**config.mk**
```make
export PLATFORM = sky130hd
export DESIGN_NAME = lsp_lane_regs
export DESIGN_NICKNAME = d
export VERILOG_FILES = /design/src/lsp_pkg.sv /design/src/lsp_lane_regs.sv
export VERILOG_INCLUDE_DIRS = /design/src /design/src/src
export SDC_FILE = /design/constraint.sdc
export NUM_CORES = 1
export LEC_CHECK = 0
export BUFFER_PORTS_ARGS = -buffer_cell sky130_fd_sc_hd__buf_4
export CORE_ASPECT_RATIO = 1.25
export CORE_MARGIN = 5
export CORE_UTILIZATION = 30
export CTS_CLUSTER_DIAMETER = 60
export CTS_CLUSTER_SIZE = 30
export DETAILED_ROUTE_END_ITERATION = 6
export PLACE_DENSITY = 0.46
export SLEW_MARGIN = 5
export SYNTH_ARGS = -nofsm -noshare
export SYNTH_HDL_FRONTEND = slang
export SYNTH_SLANG_ARGS = --single-unit
export TNS_END_PERCENT = 50
```
**constraint.sdc**
```tcl
create_clock -name clk_in -period 2.4 [get_ports clk_in]
set_clock_uncertainty 0.05 [all_clocks]
set_input_delay 0.6 -clock clk_in [delete_from_list [all_inputs] [get_ports clk_in]]
set_output_delay 0.6 -clock clk_in [all_outputs]
set_load 0.1 [all_outputs]
```
**src/lsp_defs.svh**
```systemverilog
`ifndef LSP_DEFS_SVH
`define LSP_DEFS_SVH
// ----------------------------------------
// register offsets
// ----------------------------------------
`define LSP_OFF_CLK 8'h31
`define LSP_OFF_D0 8'h32
`define LSP_OFF_D1 8'h33
`define LSP_OFF_D2 8'h34
// ----------------------------------------
// field positions and reset values
// ----------------------------------------
`define LSP_SWING_HI 7
`define LSP_SWING_LO 5
`define LSP_EMPH_HI 4
`define LSP_EMPH_LO 3
`define LSP_RSVD_HI 2
`define LSP_RSVD_LO 0
`define LSP_RST_VAL 8'h00
`define LSP_GCTL_ORDER_BIT 7
`define LSP_GCTL_INDIV_BIT 6
`define LSP_GCTL_PKT_BIT 5
`define LSP_NUM_LANES 4
`endif

```
**src/lsp_pkg.sv**
```systemverilog
package lsp_pkg;
  typedef enum logic [2:0] {
    LSP_SW_NOMINAL = 3'h0,
    LSP_SW_UP7 = 3'h1,
    LSP_SW_UP14 = 3'h2,
    LSP_SW_UP21 = 3'h3,
    LSP_SW_DN30 = 3'h4,
    LSP_SW_DN21 = 3'h5,
    LSP_SW_DN14 = 3'h6,
    LSP_SW_DN7 = 3'h7
  } lsp_swing_type;
  typedef enum logic [1:0] {
    LSP_EM_NONE = 2'h0,
    LSP_EM_3P5DB = 2'h1,
    LSP_EM_6DB = 2'h2,
    LSP_EM_RSVD = 2'h3
  } lsp_emph_type;
endpackage : lsp_pkg

```
**src/lsp_lane_regs.sv**
```systemverilog
`timescale 1ns/1ps
`include "lsp_defs.svh"
// Function
// - four drive registers sit at 0x31 (clock lane), 0x32, 0x33 and 0x34 (data lanes 0 to 2).
// - bits 7:5 hold the swing code and bits 4:3 the pre-emphasis code, read/write, reset to zero.
// - swing code 000 is nominal and 001, 010, 011 raise the swing by 7, 14 and 21 percent.
// - swing codes 100, 101, 110, 111 lower the swing by 30, 21, 14 and 7 percent.
// - pre-emphasis 00 is none and the reset value, 01 gives 3.5 dB and 10 gives 6 dB.
// - per-lane fields act only while individual lane control is one, else the global setting applies.
// - per-lane values count as packet link mode settings, valid only while that mode bit is one.
// - in HDMI mode (lane order bit zero) writes to the clock lane pre-emphasis field are dropped.
// - in HDMI mode the clock lane gets no pre-emphasis whatever code is held.
// - bits 2:0 are reserved read/write bits, reset to zero, with no effect on the lanes.
module lsp_lane_regs
  import lsp_pkg::*;
(
  input wire logic clk_in,
  input wire logic sys_rst_in,
  input wire logic clk_en_in,
  input wire logic [7:0] cfg_addr_in,
  input wire logic cfg_wr_in,
  input wire logic [7:0] cfg_wdata_in,
  output logic [7:0] cfg_rdata_out,
  output logic cfg_hit_out,
  input wire logic [7:0] global_lane_control_reg_in,
  input wire logic [2:0] glb_swing_in,
  input wire logic [1:0] glb_emph_in,
  output lsp_swing_type lane_swing_out [`LSP_NUM_LANES],
  output lsp_emph_type lane_emph_out [`LSP_NUM_LANES]
);
  // ----------------------------------------
  // register storage
  // ----------------------------------------
  logic [7:0] drive_q [`LSP_NUM_LANES];
  logic [7:0] drive_d [`LSP_NUM_LANES];
  logic [7:0] rdata_q;
  logic [7:0] rdata_d;
  lsp_swing_type swing_q [`LSP_NUM_LANES];
  lsp_swing_type swing_d [`LSP_NUM_LANES];
  lsp_emph_type emph_q [`LSP_NUM_LANES];
  lsp_emph_type emph_d [`LSP_NUM_LANES];
  logic [7:0] lane_off [`LSP_NUM_LANES];
  logic hdmi_mode;
  logic per_lane_on;

  assign lane_off[0] = `LSP_OFF_CLK;
  assign lane_off[1] = `LSP_OFF_D0;
  assign lane_off[2] = `LSP_OFF_D1;
  assign lane_off[3] = `LSP_OFF_D2;
  assign hdmi_mode = ~global_lane_control_reg_in[`LSP_GCTL_ORDER_BIT];
  // both enables must be set; packet link mode gates validity of the bank
  assign per_lane_on = global_lane_control_reg_in[`LSP_GCTL_INDIV_BIT] &
                       global_lane_control_reg_in[`LSP_GCTL_PKT_BIT];

  // ----------------------------------------
  // write path and read mux
  // ----------------------------------------
  always_comb begin
    rdata_d = 8'h00;
    cfg_hit_out = 1'b0;
    for (int i = 0; i < `LSP_NUM_LANES; i++) begin
      drive_d[i] = drive_q[i];
      if (cfg_addr_in == lane_off[i]) begin
        cfg_hit_out = 1'b1;
        rdata_d = drive_q[i];
        if (cfg_wr_in) begin
          drive_d[i] = cfg_wdata_in;
          // clock lane emphasis field keeps its old value in HDMI mode
          if (i == 0 && hdmi_mode) begin
            drive_d[i][`LSP_EMPH_HI:`LSP_EMPH_LO] = drive_q[i][`LSP_EMPH_HI:`LSP_EMPH_LO];
          end
        end
      end
    end
  end

  // ----------------------------------------
  // effective drive per lane
  // ----------------------------------------
  // reserved bits 2:0 never reach the lane outputs
  always_comb begin
    for (int i = 0; i < `LSP_NUM_LANES; i++) begin
      if (per_lane_on) begin
        swing_d[i] = lsp_swing_type'(drive_q[i][`LSP_SWING_HI:`LSP_SWING_LO]);
        emph_d[i] = lsp_emph_type'(drive_q[i][`LSP_EMPH_HI:`LSP_EMPH_LO]);
      end else begin
        swing_d[i] = lsp_swing_type'(glb_swing_in);
        emph_d[i] = lsp_emph_type'(glb_emph_in);
      end
      // reserved code is not trusted from software; treated as no emphasis
      if (emph_d[i] == LSP_EM_RSVD) begin
        emph_d[i] = LSP_EM_NONE;
      end
      if (i == 0 && hdmi_mode) begin
        emph_d[i] = LSP_EM_NONE;
      end
    end
  end

  always_ff @(posedge clk_in or posedge sys_rst_in) begin
    if (sys_rst_in) begin
      rdata_q <= 8'h00;
      for (int i = 0; i < `LSP_NUM_LANES; i++) begin
        drive_q[i] <= `LSP_RST_VAL;
        swing_q[i] <= LSP_SW_NOMINAL;
        emph_q[i] <= LSP_EM_NONE;
      end
    end else if (clk_en_in) begin
      rdata_q <= rdata_d;
      for (int i = 0; i < `LSP_NUM_LANES; i++) begin
        drive_q[i] <= drive_d[i];
        swing_q[i] <= swing_d[i];
        emph_q[i] <= emph_d[i];
      end
    end
  end

  assign cfg_rdata_out = rdata_q;
  assign lane_swing_out = swing_q;
  assign lane_emph_out = emph_q;
endmodule : lsp_lane_regs

```
# --- Word-level counts from Yosys, hierarchy flattened ---
# Cells that the tools add are included.
word_totals:
  regBits: 60
  out_inout_bits: 29
op_classes:
  bitwise: 1
  n_mux: 21
  n_eq_ne: 8
  n_reduce_logical: 5
ops:
  columns: ["operator", "n"]
  rows:
  - ["$eq A8 B6 Y1 const B", 4]
  - ["$mux W8", 4]
  - ["$mux W2", 9]
  - ["$mux W3", 4]
  - ["$reduce_and A3 Y1", 4]
  - ["$eq A2 B2 Y1 const B", 4]
  - ["$mux W1", 4]
  - ["$reduce_and A4 Y1", 1]
  - ["$and A1 B1 Y1", 1]

# --- Depth between registers and ports, before layout ---
depth:
  ltp_word: 5
  ltp_mapped: 5

# --- Worst setup path before layout ---
# Ideal clock, no wire load.
synth_timing:
  path_type: "input to output"
  start: "in cfg_addr_in[3]"
  end: "out cfg_hit_out"
  arrival_time_ns: 3.026
  path_buffers: 2
  path_slack_ns: -1.276
  path_stages: 5
  cell_sequence: "or3b_1 -> buf_6 -> or2_2 -> clkbuf_1 -> a21oi_1"
synth_between:
  elab_chain_len: 5
  elab_cells_between_ends: 8
  classes_between: "eq/ne: 4; mux: 4"
synth_lines:
  columns: ["item", "line", "rtl"]
  rows:
  - ["start: declaration", "lsp_lane_regs.sv:20", "input wire logic [7:0] cfg_addr_in,"]
  - ["$eq A8 B6 Y1", "lsp_lane_regs.sv:63", "if (cfg_addr_in == lane_off[i]) begin"]
  - ["$mux W1 (3 in a row)", "lsp_lane_regs.sv:63", null]
  - ["$mux W1 (*)", "lsp_lane_regs.sv:63", null]
  - ["end: declaration", "lsp_lane_regs.sv:24", "output logic cfg_hit_out,"]
# Mark *: on every way between the ends. The rest lies on a longest branch, timed or not.

# --- Worst setup path after layout ---
layout_timing:
  start: "in cfg_addr_in[6]"
  end: "out cfg_hit_out"
# The elaborated chain is that of the path after synthesis.

==> summary.txt <==
Route
  – # DRC: 0
  – Total number of vias: 2,148
  – 1st-iter DRT viols: 36
  – WL final: between 7000 and 8000 um
  – Post-DR wirelength/cell: approximately 16 um
  – Vias per cell: about 4.8
  – DR pass1 iterations: 4
  – Post-DRT Antenna Nets: 0

GRT
  – Initial antenna violation count: 0
  – First-pass GRT wire length: roughly 12,000 um
  – Total GRT Usage: a little over an eighth
  – Largest net degree at the start of global routing: 28
  – Grt ovf: 0
  – Vias in the first global route: between 2,000 and 2,500

Power and ir drop
  – Power Density: 780 mW/mm^2
  – Leak: roughly 1.8 nW
  – VDD IR-drop max: 0.321 mV
  – Power, Total: 3.04 mW

Synth
  – Number of enable flip-flop cells after synthesis: 0
  – Seq/Total Area, Yosys: a little over half
  – Netlist cell types: 37
  – #FFs+latches synth: 60
  – Synth warn: 0
  – Synth Area per Inst: around 12 sq um
  – FFs w/ async S/R, synth: 100%
  – Post-Syn Area: 0.00288 sq mm
  – Top FF cell, synth: dfrtp_1
  – Syn Nets: 280
  – Cells after Synth: ~250

Clocking
  – Clock sinks: 60
  – Setup bufs post-CTS: 0
  – H-tree Lvls: 3
  – Maximum clock path buffer count: 2
  – Hold Buf Count CTS: 0
  – Num CTS Buffers: 9
  – Clk slew on worst S/H paths: about 0.050 ns
  – Root Buffer Master: clkbuf_16
  – Clk_lat worst skew: ~0.32 ns
  – CTS tree: done

Timing
  – RSZ-0062 raised after global routing: false
  – Achievable frequency: between 400 and 500 MHz
  – Max-slew headroom: ~64%
  – Final period util: between 90% and 100%
  – Hold_ws: about 0.26 ns
  – Setup violators final: 0
  – Final Hold Viols: 0
  – Tmin final: approximately 2.4 ns
  – Worst slew pin tran: 0.536 ns
  – Max-slew violation count: 0

Worst setup path
  – Critical-path top delay cell: or3b_4
  – CP max stage delay: between 0.3 and 0.4 ns
  – Buffers & Inverters on Critical Path: 2
  – WP data arrival: 1.70 ns
  – CP Class: in2out
  – Setup crit end kind: primary output
  – Data required time at the worst endpoint: around 1.8 ns
  – Startpoint Class: primary input
  – Crit-path leading delay family: simple AND/OR/NAND/NOR gates
  – Flop2flop setup slack: ~1.1 ns
  – Crit-path max FO: 2
  – Critical-path cell list: buf_4 -> or3b_4 -> or2_4 -> a21oi_4 -> buf_12

Job
  – Max_cap viols: 0

Worst hold path
  – Min-delay worst type: in2async

Place
  – Inst Count DP: between 400 and 500
  – Placed standard-cell area: ~0.0035 sq mm
  – Final GP Congestion: ~0.76
  – HPWL after detailed placement: between 5000 and 6000 um
  – Count of input and output buffers: 56

Floorplanning
  – Die height: approximately 120 um
  – Die Area: around 0.012 sq mm
  – Initial core utilization: between 30% and 40%
  – CORE AREA: 0.00951 sq mm
  – IO Pins: a little over 60
  – Die W: between 90 and 100 um
  – Row cnt: 40

Finish
  – Nets: ~350
  – Commonest non-fill, non-tap cell in the layout: buf_4
  – Utilization after layout: ~41%
  – Most frequent cells in the layout: buf_4 (76), dfrtp_1 (60), mux2_2 (27)
  – Diodes inserted: 0
  – Post-route cell area: 0.00390 sq mm
  – Finished Layout Cells: 450
  – Area Growth Syn to Fin: 35.5%
  – Layout cells sized above 1: a little over two fifths

Run status
  – Status: completed
## cell type report
type | count | area (sq um)
fill | 954 | 5610
tap | 126 | 158
timing repair buffer | 77 | 591
sequential | 60 | 1500
clock buffer | 12 | 236
inverter | 13 | 48.8
clock inverter | 4 | 97.6
multi-input combinational | 158 | 1260
## worst paths after layout
path / cells past startpoint / endpoint / startpoint
max: 5 / cfg_hit_out / cfg_addr_in[6]
min: 2 / lane_swing_out[3] / sys_rst_in
max reg2reg: 3 / cfg_rdata_out[6] / drive_q[14]
min reg2reg: 1 / drive_q[1] / drive_q[1]
max in group asynchronous: 3 / drive_q[26] / sys_rst_in
min in group clk_in: 1 / drive_q[1] / drive_q[1]
## flip-flops by register name, summed over array words and instances (netlist names)
| signal | flops |
|---|---|
| drive_q | 32 |
| lane_swing_out | 12 |
| lane_emph_out | 8 |
| cfg_rdata_out | 8 |
## per-stage QoR
stage               setup WS (ns)  setup TNS (ns)
floorplan                  -0.273          -0.273
global placement          -0.0574          -0.135
detailed placement        -0.0527          -0.181
CTS                        0.0101               0
global route              0.00979               0
finish                     0.0474               0
## cell families after synthesis
logic type             share of synthesized area, %
buffers and inverters                          4.44
multiplexers                                   16.5
AND/OR/NAND/NOR                                13.4
flip-flops                                     52.2
AO/OA/AOI/OAI                                  13.5
## worst register-to-register path, cell delays in order, from the launching register on
cell and delay (ns):
dfrtp_1 0.40, mux2_2 0.28, a221oi_1 0.33, o22ai_1 0.12
## layer usage
metal,up-vias,wire [um],GRT usage (%)
li1,1054,-,-
met1,1045,3090,15.8
met2,39,3680,21.9
met3,10,298,3.69
met4,0,115,5.11
met5,-,0,0
## report_power, final
part | internal [mW] | leakage (nW) | total (mW) | switching [mW]
clock network | 1.01 | 0.157 | 1.45 | 0.433
logic | 0.140 | 0.855 | 0.507 | 0.366
registers | 1.06 | 0.794 | 1.09 | 0.0271
## timing repair
action | in CTS | in global routing
gates resized for setup | 2 | 2
endpoints found under the hold margin | 0 | 0
setup endpoints to repair | 1 | 1
## cell usage after synthesis (all sizes together) (3+ instances only)
cell | instances | share of area (%)
a21boi | 3 | 0.78
buf | 3 | 1.0
inv | 13 | 1.7
o21ai | 5 | 0.87
nor4bb | 3 | 1.0
a221oi | 3 | 0.91
mux2i | 5 | 1.7
nand2b | 8 | 1.7
a31oi | 6 | 1.3
clkbuf | 13 | 1.7
nor2 | 18 | 2.3
o22ai | 4 | 0.87
nand3b | 6 | 1.6
o221a | 5 | 2.0
dfrtp | 60 | 52
or3b | 3 | 1.0
nor2b | 3 | 0.65
o32ai | 5 | 1.5
mux2 | 35 | 15
nand2 | 5 | 0.65
a21oi | 27 | 4.7
(Power assumes the default switching activity.)
